[src/design/dcs_pkg.sv]
// Purpose: shared constants for the crc seed and tap block
// Assumes: 32-bit classic wishbone register access
// Notes: offsets are byte addresses
package dcs_pkg;
	localparam logic [3:0] DCS_OFF_CTRL = 4'h0;
	localparam logic [3:0] DCS_OFF_VALUE = 4'h4;
	localparam logic [3:0] DCS_OFF_TAPS = 4'h8;
	localparam logic [3:0] DCS_OFF_DATA = 4'hc;
	localparam int DCS_TYPE_BIT = 15;
	localparam int DCS_POLYNOMIAL_LENGTH_LSB = 0;
	localparam int DCS_POLYNOMIAL_LENGTH_W = 5;
	localparam logic [31:0] DCS_VALUE_RST = 32'h00000000;
	localparam logic [31:0] DCS_TAPS_RST = 32'h00000000;
	localparam logic [31:0] DCS_CTRL_RST = 32'h00000000;
	localparam int DCS_CSUM_W = 16;
	localparam int DCS_BYTE_BITS = 8;
	typedef enum logic [1:0] {
		DCS_IDLE = 2'b00,
		DCS_SHIFT = 2'b01,
		DCS_ACK = 2'b10
	} dcs_state_t;
endpackage

[src/design/dcs_lfsr_step.sv]
// Purpose: one bit step of the crc shift register, taken only while a byte shifts
// Assumes: polynomial_length_i is polynomial length minus one
// Notes: purely combinational
`timescale 1ns/100ps
module dcs_lfsr_step #(
	parameter int W = 32
) (
	// state in and out
	input wire logic [W-1:0] crc_i,
	input wire logic [W-1:0] taps_i,
	input wire logic [4:0] polynomial_length_i,
	input wire logic bit_i,
	output logic [W-1:0] crc_o
);
	logic fb;
	always_comb begin
		fb = crc_i[polynomial_length_i] ^ bit_i;
		crc_o = '0;
		for (int n = 0; n < W; n++) begin
			if (n == 0) begin
				crc_o[n] = taps_i[n] ? fb : bit_i;
			end else begin
				crc_o[n] = taps_i[n] ? (crc_i[n-1] ^ fb) : crc_i[n-1];
			end
		end
	end
endmodule

[src/design/dcs_crc_regs.sv]
// Purpose: seed, readback and feedback taps of a dma crc engine
// Assumes: classic wishbone slave, single clock, synchronous reset
// Notes: data bytes arrive on a valid/ready stream, lsb first;
//  a pending bus access always wins over a waiting byte;
//  in shift mode a byte holds off the bus for eight clocks
//
// Overview of operation
// - writing the value register seeds the generator
// - reading the value register returns the running crc
// - shift mode masks value bits above the polynomial length
// - checksum mode keeps 16 low bits, upper bits read zero
// - checksum mode stores written value complemented and reads it back as written
// - control bit 15 picks checksum mode when set
// - checksum mode ignores the tap register
// - tap one xors feedback into a stage, zero passes through
//
// Design decisions made here: the Wishbone slave port and the register offsets.
`timescale 1ns/100ps
module dcs_crc_regs #(
	parameter int W = 32
) (
	// clock and reset
	input wire logic ref_clk,
	input wire logic sys_rst,
	// wishbone slave
	input wire logic wb_cyc_i,
	input wire logic wb_stb_i,
	input wire logic wb_we_i,
	input wire logic [3:0] wb_adr_i,
	input wire logic [3:0] wb_sel_i,
	input wire logic [31:0] wb_dat_i,
	output logic [31:0] wb_dat_o,
	output logic wb_ack_o,
	// byte stream from the dma path
	input wire logic byte_valid,
	input wire logic [7:0] byte_data,
	output logic byte_ready
);
	// ****************************************
	// state record
	// ****************************************
	// one record keeps reset and next state in step;
	// a new field cannot be missed in either place
	typedef struct packed {
		dcs_pkg::dcs_state_t st;
		logic [31:0] ctrl;
		logic [31:0] value;
		logic [31:0] taps;
		logic [7:0] shreg;
		logic [2:0] cnt;
		logic [31:0] rdat;
		logic ack;
		logic hi_half;
	} dcs_regs_t;

	dcs_regs_t s_q, s_d;
	logic [W-1:0] step_out;
	logic csum_mode;
	logic [4:0] polynomial_length;
	logic [31:0] len_mask;
	logic [31:0] wmask;
	logic bus_req;
	logic [16:0] csum_sum;
	logic [15:0] csum_word;
	logic [15:0] csum_seed;

	// ****************************************
	// mode and length decode
	// ****************************************
	// mode from control bit
	assign csum_mode = s_q.ctrl[dcs_pkg::DCS_TYPE_BIT];
	assign polynomial_length = s_q.ctrl[dcs_pkg::DCS_POLYNOMIAL_LENGTH_LSB +: dcs_pkg::DCS_POLYNOMIAL_LENGTH_W];
	// a raised ack masks the held strobe from a second take
	assign bus_req = wb_cyc_i & wb_stb_i & ~s_q.ack;
	assign wmask = {{8{wb_sel_i[3]}}, {8{wb_sel_i[2]}},
		{8{wb_sel_i[1]}}, {8{wb_sel_i[0]}}};
	// lanes merge in the form software reads, else unselected
	// checksum lanes would flip on the next readback
	assign csum_seed = ~((~s_q.value[15:0] & ~wmask[15:0]) |
		(wb_dat_i[15:0] & wmask[15:0]));

	always_comb begin
		len_mask = '0;
		for (int i = 0; i < 32; i++) begin
			len_mask[i] = (i <= int'(polynomial_length));
		end
	end

	// ****************************************
	// shift step
	// ****************************************
	// a short polynomial leaves the upper taps idle
	// checksum path never sees taps
	dcs_lfsr_step #(
		.W(W)
	) u_step (
		.crc_i(s_q.value[W-1:0]),
		.taps_i(s_q.taps[W-1:0] & len_mask[W-1:0]),
		.polynomial_length_i(polynomial_length),
		.bit_i(s_q.shreg[0]),
		.crc_o(step_out)
	);

	// ****************************************
	// checksum adder
	// ****************************************
	// first byte of a pair is the high one; an odd byte stays padded
	// ones-complement add of a 16-bit word; bytes pair big endian
	always_comb begin
		csum_word = s_q.hi_half ? {8'h00, byte_data} : {byte_data, 8'h00};
		csum_sum = {1'b0, s_q.value[15:0]} + {1'b0, csum_word};
	end

	// ****************************************
	// bus and stream control
	// ****************************************
	// the stream stalls for a bus request; the bus waits only while a byte shifts
	assign byte_ready = (s_q.st == dcs_pkg::DCS_IDLE) & ~bus_req;

	always_comb begin
		s_d = s_q;
		s_d.ack = 1'b0;
		case (s_q.st)
			dcs_pkg::DCS_IDLE: begin
				if (bus_req) begin
					s_d.st = dcs_pkg::DCS_ACK;
					s_d.ack = 1'b1;
					s_d.rdat = 32'h00000000;
					case (wb_adr_i)
						dcs_pkg::DCS_OFF_CTRL: begin
							s_d.rdat = s_q.ctrl;
							if (wb_we_i) begin
								s_d.ctrl = (s_q.ctrl & ~wmask) |
									(wb_dat_i & wmask);
							end
						end
						dcs_pkg::DCS_OFF_VALUE: begin
							if (csum_mode) begin
								s_d.rdat = {16'h0000, ~s_q.value[15:0]};
							end else begin
								s_d.rdat = s_q.value & len_mask;
							end
							if (wb_we_i) begin
								if (csum_mode) begin
									s_d.value = {16'h0000, csum_seed};
								end else begin
									s_d.value = (s_q.value & ~wmask) |
										(wb_dat_i & wmask);
								end
								s_d.hi_half = 1'b0;
							end
						end
						dcs_pkg::DCS_OFF_TAPS: begin
							s_d.rdat = s_q.taps;
							if (wb_we_i) begin
								s_d.taps = (s_q.taps & ~wmask) |
									(wb_dat_i & wmask);
							end
						end
						default: begin
							s_d.rdat = 32'h00000000;
						end
					endcase
				end else if (byte_valid) begin
					if (csum_mode) begin
						// end-around carry folded back in
						s_d.value = {16'h0000,
							csum_sum[15:0] + {15'h0000, csum_sum[16]}};
						s_d.hi_half = ~s_q.hi_half;
					end else begin
						s_d.shreg = byte_data;
						s_d.cnt = 3'h0;
						s_d.st = dcs_pkg::DCS_SHIFT;
					end
				end
			end
			dcs_pkg::DCS_SHIFT: begin
				// one stage shift per clock
				// re-mask so stale high bits never feed back
				s_d.value = step_out & len_mask;
				s_d.shreg = {1'b0, s_q.shreg[7:1]};
				s_d.cnt = s_q.cnt + 3'h1;
				if (s_q.cnt == 3'h7) begin
					s_d.st = dcs_pkg::DCS_IDLE;
				end
			end
			dcs_pkg::DCS_ACK: begin
				s_d.st = dcs_pkg::DCS_IDLE;
			end
			default: begin
				s_d.st = dcs_pkg::DCS_IDLE;
			end
		endcase
	end

	// ****************************************
	// state register
	// ****************************************
	always_ff @(posedge ref_clk) begin
		if (sys_rst) begin
			// clear first so fields without a reset constant are defined
			s_q <= '0;
			s_q.ctrl <= dcs_pkg::DCS_CTRL_RST;
			s_q.value <= dcs_pkg::DCS_VALUE_RST;
			s_q.taps <= dcs_pkg::DCS_TAPS_RST;
			s_q.st <= dcs_pkg::DCS_IDLE;
		end else begin
			s_q <= s_d;
		end
	end

	// ****************************************
	// outputs
	// ****************************************
	assign wb_dat_o = s_q.rdat;
	assign wb_ack_o = s_q.ack;
endmodule

[config.mk]
export PLATFORM = sky130hd
export DESIGN_NAME = dcs_crc_regs
export DESIGN_NICKNAME = d
export VERILOG_FILES = /design/src/design/dcs_pkg.sv /design/src/design/dcs_lfsr_step.sv /design/src/design/dcs_crc_regs.sv
export SDC_FILE = /design/constraint.sdc
export NUM_CORES = 1
export LEC_CHECK = 0
export BUFFER_PORTS_ARGS = -buffer_cell sky130_fd_sc_hd__buf_4
export CORE_ASPECT_RATIO = 1.4
export CORE_MARGIN = 3
export CORE_UTILIZATION = 38
export DETAILED_ROUTE_END_ITERATION = 8
export GPL_TIMING_DRIVEN = 0
export PLACE_DENSITY = 0.59
export SYNTH_ARGS = -nofsm -noshare
export SYNTH_HDL_FRONTEND = slang
export SYNTH_HIERARCHICAL = 1
export SYNTH_SLANG_ARGS = --single-unit
[constraint.sdc]
create_clock -name ref_clk -period 4.1 [get_ports ref_clk]
set_input_delay 0.205 -clock ref_clk [delete_from_list [all_inputs] [get_ports ref_clk]]
set_output_delay 0.205 -clock ref_clk [all_outputs]
set_load 0.01 [all_outputs]
==> results.py, run 1 <==
metrics = {
    "detailed_routing": {
        "first_iter_violations": 837,
        "drc_errors": 0,
        "routed_wl_um": 35880,
        "routedWlPerCell_um": 20.87,
        "num_vias": 9900,
        "number_of_detailed_routing_iterations_run_before_antenna_repair": 5,
        "avgViaCountPerCell": 5.759,
        "postRouteAntennaNets": 0,
    },
    "global_routing": {
        "global_route_wire_length_before_repair_um": 55530,
        "grt_max_degree": 17,
        "groute.usage.overall_pct": 25.67,
        "global_route.overflow_total": 0,
        "number_of_antenna_violations_at_the_first_check_in_global_routing": 0,
        "number_of_global_route_vias_before_repair": 9695,
    },
    "cells_and_area": {
        "fin_util_pct": 46.22,
        "fill_cells": 2571,
        "diodes": 0,
        "multi_input_comb_area_um2": 6296,
        "final_layout_size_suffix_gt1_share_pct": 15.60,
        "layout_commonest_cell": "nand2_1",
        "final_cell_mix": "155 x nand2_1, 152 x a21oi_1, 141 x dfxtp_1",
        "final-seq-area_um2": 2868,
        "finish.net_count": 1466,
        "fin_cells": 1719,
        "area_delta_synth_final_pct": 18.57,
    },
    "yosys": {
        "synth.cell_area_um2": 9718,
        "synth.yosys.warnings": 6,
        "mappedNetlistNets": 1357,
        "asyncSetResetFlopFracSynth_pct": 0,
        "postSynthAreaPerCell_um2": 7.580,
        "synth_ff_type": "dfxtp_1",
        "synth.lib_cells_used.distinct": 79,
        "ys_ff_latch": 143,
        "synthCells": 1282,
        "sequential_area_share_after_synthesis_pct": 29.46,
        "synth-edff-count": 0,
    },
    "critical_path": {
        "path_buf_inv": 1,
        "crit_family": "compound AO/OA/AOI/OAI gates",
        "cpPeakStageDelay_ns": 0.37,
        "reg2regPathDepth": 19,
        "path_depth": 19,
        "worst_setup_path_start_kind": "flop",
        "r2r_slack_ns": 0.19,
        "startpoint": "s_q[0]$_SDFFE_PP0P_",
        "crit_chain": "buf_8, and2_4, ha_4, fa_2, a211oi_2, o21ai_2, o2111ai_2, a31oi_2, a21o_1, a21o_1, ha_2, and3_4, nor3b_4, nand4_2, and4bb_2, nand4_1, xnor2_2, a31oi_2, a211oi_2",
        "cp_max_fo": 10,
        "worst-endpoint-required_ns": 4.45,
        "timing.rr.start": "s_q[0]$_SDFFE_PP0P_",
        "worstSetupEndpointType": "flop",
        "critical_path_arrival_ns": 4.26,
        "critical_path_class": "flop to flop",
        "worst_path_max_delay_cell": "fa_2",
    },
    "floorplan": {
        "die-area_um2": 27560,
        "die_w_um": 141.2,
        "placement_rows": 68,
        "ports": 88,
        "die_height_um": 195.2,
        "starting_density_of_the_core_pct": 38.98,
        "placeable_core_region_um2": 24930,
    },
    "clocking": {
        "cts.htree.levels": 4,
        "clock-sinks": 143,
        "cts.root.buffer_cell": "clkbuf_16",
        "cts_made_buffers": 17,
        "cts.clk_slew.worst_paths_ns": 0.07,
        "clk-insertion-delay-late_ns": 0.44,
        "cts_tree": "yes",
        "cts.path.max_buffers": 2,
        "cts_hold_repair.buffers": 0,
    },
    "timing": {
        "clock_skew_ns": 0.01030,
        "rsz0062_at_grt": "false",
        "max-slew-margin-rel_pct": 3.012,
        "max_clock_freq_ghz": 0.2556,
        "worst_pin_slew_ns": 1.442,
        "fin_crit_sh_pct": 95.41,
        "final-max-slew-violation-count": 0,
        "min_period_ns": 3.912,
        "hold_slack_ns": 0.03591,
        "final-setup-viol-count": 0,
        "final_hold_viol_count": 0,
    },
    "power_and_ir_drop": {
        "cell_internal_pwr_mw": 2.539,
        "design_power_total_mw": 3.735,
        "power.switching_mw": 1.196,
        "clock_power_share_pct": 42.7,
        "portion_of_total_power_attributed_to_sequential_cells_pct": 39.8,
        "powerDensity_nw_per_um2": 324.1,
        "p_sw_share_pct": 32.02,
        "ir_drop_mv": 0.2768,
        "static_leakage_nw": 4.412,
        "power_frac_comb_pct": 17.5,
    },
    "run": {
        "cap_violations": 0,
    },
    "worst_hold_path": {
        "min_path_type": "primary input to flop",
        "hold_depth": 2,
    },
    "placement": {
        "place_congestion": 0.9520,
        "port-buffer-count": 85,
        "place.detailed.hpwl_um": 27130,
        "dpl.cell_count": 1682,
    },
    "run_status": {
        "outcome": "completed",
    },
}
[cell families (layout without fill, tap and decap cells)]
logic type      after synthesis  in the layout  synth area share (%)
simple gates                521            521                 25.53
compound gates              330            330                 21.98
flops                       143            143                 29.46
buf+inv                     131            253                 7.030
xor+xnor                     73             73                 6.734
mux                          63             63                 6.489
fa+ha+maj                    21             21                 2.781
[worst min-delay path by stage]
stage / end / slack (ns) / from
final: flop / 0.04 / sys_rst
after CTS: flop / 0.03 / wb_dat_i[25]
after floorplan: flop / 0.35 / wb_dat_i[22]
after global placement: flop / 0.44 / flop
after global routing: flop / 0.03 / sys_rst
after detailed placement: flop / 0.45 / flop
[power by group through the flow]
stage          logic [mW]  registers, mW  clock network, mW
6_report            0.655           1.48               1.59
5_1_grt             0.711           1.49               1.66
3_5_place_dp        0.626           1.51                  0
2_1_floorplan       0.419           1.49                  0
3_3_place_gp        0.623           1.51                  0
4_1_cts             0.636           1.48               1.61
[layer usage]
metal | part of all wire, % | routed length, um | GRT usage, % | vias up
li1 | - | - | - | 4721
met1 | 39 | 13930 | 29.91 | 4681
met2 | 50 | 17820 | 45.22 | 399
met3 | 6.1 | 2184 | 3.601 | 99
met4 | 5.4 | 1948 | 13.29 | 0
met5 | 0 | 0 | 0 | -
[timing repair]
action	CTS	global route
setup buffers	4	1
pin swaps	6	8
setup endpoints to repair	14	4
resized for setup	14	14
[cells in the mapped netlist, drive strengths merged, types with 2 or more instances]
cell	number	area [um^2]
and2b	3	25.03
nand2	156	588.1
xor2	59	531.8
o21bai	4	33.78
nor2	136	513.0
or2	5	31.28
inv	6	22.52
ha	20	250.2
a21o	6	47.55
a31oi	13	81.33
o311ai	2	42.55
mux2i	63	630.6
o21a	3	23.77
o31a	2	17.52
a311oi	9	96.35
nand2b	35	219.0
nand4	7	50.05
buf	48	371.6
nor3	8	45.04
a32oi	22	192.7
and3	12	76.33
o22ai	4	25.02
a2111oi	2	25.02
nand3	85	435.4
o21ai	31	158.9
and4bb	2	25.02
o211ai	4	30.03
xnor2	14	122.6
o221ai	5	43.79
a211oi	17	132.6
a21oi	152	760.7
and2	28	176.4
dfxtp	143	2863
a22oi	45	337.8
or3	3	18.77
nor2b	32	200.2
nor3b	2	20.02
nand3b	2	15.01
clkbuf	77	289.0
[metrics by stage]
step	TNS [ns]	setup WS, ns	area [um^2]
after CTS	0	0.02277	11430
after detailed placement	-3.533	-0.5738	10760
after global routing	0	0.001174	11520
after floorplan	0	0.2516	9718
after global placement	-3.745	-0.5687	10750
final	0	0.1881	11520
[area by class of cell]
type	count	share of cell area (%)
repair buffers	90	5.864
clock buffers	17	3.692
plain buffers	125	5.831
clock inverters	15	1.466
inverters	6	0.1955
well taps	315	3.421
flip-flops and latches	143	24.89
multi-input cells	1008	54.64
Note: power is estimated with default switching activity, not from simulation.
==> inputs of run 2 (changes only) <==
- PLACE_DENSITY: 0.59 -> 0.57
- clock period: 4.1 -> 4.2 ns (I/O delays scaled with it)
==> results.py, run 2 (same netlist as run 1, synthesis figures left out) <==
metrics = {
    "worst_hold_path": {
        "min_path_type": "primary input to flop",
        "worst_hold_startpoint": "sys_rst",
    },
    "critical_path": {
        "timing.rr.start": "s_q[0]$_SDFFE_PP0P_",
        "cp_max_fo": 10,
        "startpoint": "s_q[0]$_SDFFE_PP0P_",
        "critical_path_class": "flop to flop",
        "crit_family": "compound AO/OA/AOI/OAI gates",
        "worst_setup_path_start_kind": "flop",
        "cpPeakStageDelay_ns": 0.39,
        "worst_path_max_delay_cell": "and4bb_2",
        "critical_path_arrival_ns": 4.31,
        "path_buf_inv": 1,
        "worst-endpoint-required_ns": 4.55,
        "timing.critical_path.mode_cell": "a21o_1",
        "worstSetupEndpointType": "flop",
        "crit_chain": "clkbuf_8, and2_1, ha_4, o211ai_1, o21ai_2, o2111ai_2, a31oi_2, a21o_1, a21o_1, ha_2, and3_4, nor3b_4, nand4_2, and4bb_2, nand4_1, xnor2_1, a31oi_1, a211oi_2",
    },
    "clocking": {
        "clock-sinks": 143,
        "clk-insertion-delay-late_ns": 0.43,
        "cts.htree.levels": 4,
        "cts.path.max_buffers": 2,
        "cts_hold_repair.buffers": 0,
        "cts.root.buffer_cell": "clkbuf_16",
        "cts_tree": "yes",
        "cts_made_buffers": 17,
        "cts.clk_slew.worst_paths_ns": 0.06,
    },
    "detailed_routing": {
        "first_iter_violations": 601,
        "avgViaCountPerCell": 5.730,
        "num_vias": 9861,
        "number_of_detailed_routing_iterations_run_before_antenna_repair": 7,
        "postRouteAntennaNets": 0,
        "routed_wl_um": 36540,
        "routedWlPerCell_um": 21.23,
        "drc_errors": 0,
    },
    "timing": {
        "max-slew-margin-rel_pct": 34.41,
        "max_clock_freq_ghz": 0.2527,
        "totalNegativeSetupSlack_ns": 0,
        "clock_skew_ns": 0.007333,
        "final_hold_viol_count": 0,
        "fin_crit_sh_pct": 94.22,
        "final-max-slew-violation-count": 0,
        "final-setup-viol-count": 0,
        "min_period_ns": 3.957,
        "timing.final.ws_setup_ns": 0.2427,
        "worst_pin_slew_ns": 0.9758,
    },
    "cells_and_area": {
        "final_layout_size_suffix_gt1_share_pct": 15.29,
        "final-seq-area_um2": 2867,
        "layout_commonest_cell": "nand2_1",
        "diodes": 0,
        "fin_util_pct": 46.13,
        "multi_input_comb_area_um2": 6284,
        "finish.instance_area_um2": 11500,
        "finish.net_count": 1468,
        "area_delta_synth_final_pct": 18.32,
        "fill_cells": 2575,
        "final_cell_mix": "155 x nand2_1, 152 x a21oi_1, 142 x dfxtp_1",
    },
    "placement": {
        "port-buffer-count": 85,
        "place.detailed.hpwl_um": 27520,
        "place_congestion": 0.9323,
        "total_placed_instance_area_um2": 10760,
        "post-place-ws_ns": -0.5095,
    },
    "global_routing": {
        "number_of_global_route_vias_before_repair": 9538,
        "global_route.overflow_total": 0,
        "number_of_antenna_violations_at_the_first_check_in_global_routing": 0,
        "groute.usage.overall_pct": 25.82,
        "global_route_wire_length_before_repair_um": 55100,
        "grt_max_degree": 17,
    },
    "floorplan": {
        "ports": 88,
        "die-area_um2": 27560,
        "die_w_um": 141.2,
        "starting_density_of_the_core_pct": 38.98,
        "die_height_um": 195.2,
        "placeable_core_region_um2": 24930,
        "placement_rows": 68,
    },
    "run": {
        "cap_violations": 0,
    },
    "run_status": {
        "outcome": "completed",
    },
    "power_and_ir_drop": {
        "ir_drop_mv": 0.3621,
        "powerDensity_nw_per_um2": 311.1,
        "static_leakage_nw": 4.404,
        "design_power_total_mw": 3.578,
    },
}
run 2: stage by stage:
step / std cells / hold WS (ns)
2_1_floorplan: 1282 / 0.3575
3_3_place_gp: 1682 / 0.4424
3_5_place_dp: 1682 / 0.4488
4_1_cts: 1716 / 0.01918
5_1_grt: 1721 / 0.04191
6_report: 1721 / 0.03900
run 2: layer usage:
metal  GRT usage, %  routed length [um]  vias to the layer above  share of wire (%)
met4          12.10                1592                        0                4.4
met2          46.09               18660                      361                 51
met5              0                   0                        -                  0
li1               -                   -                     4729                  -
met1          30.33               14260                     4689                 39
met3          3.258                2027                       82                5.5
run 2: final cells by class:
cell class / count / area share (%)
Multi-Input combinational cell: 1008 / 54.65
Sequential cell: 143 / 24.93
Timing Repair Buffer: 92 / 6.007
Buffer: 125 / 5.832
Clock buffer: 23 / 4.244
Tap cell: 315 / 3.428
Clock inverter: 9 / 0.7182
Inverter: 6 / 0.1959
run 2: what timing repair did:
item | CTS | global route
resized for setup | 13 | 9
pin swaps | 5 | 8
buffers inserted | 2 | 5
setup endpoints to repair | 13 | 4
run 2: path summary, 6_finish.rpt:
check	endpoint	slack, ns	depth (start not counted)
min	flop	0.04	2
min reg2reg	flop	0.46	2
max reg2reg	flop	0.24	18
max	flop	0.24	18
run 2: power breakdown:
group          internal [mW]  switching, mW  leakage [nW]
Sequential              1.39         0.0613          1.16
Combinational          0.239          0.400          2.97
Clock                  0.876          0.611         0.279
Total                   2.51           1.07          4.40
run 2: worst reg2reg max path: stages, from the launching register on:
cell	delay (ns)
dfxtp_4	0.35
clkbuf_8	0.16
and2_1	0.19
ha_4	0.32
o211ai_1	0.11
o21ai_2	0.25
o2111ai_2	0.20
a31oi_2	0.20
a21o_1	0.14
a21o_1	0.14
ha_2	0.20
and3_4	0.19
nor3b_4	0.20
nand4_2	0.16
and4bb_2	0.39
nand4_1	0.13
xnor2_1	0.21
a31oi_1	0.11
a211oi_2	0.21
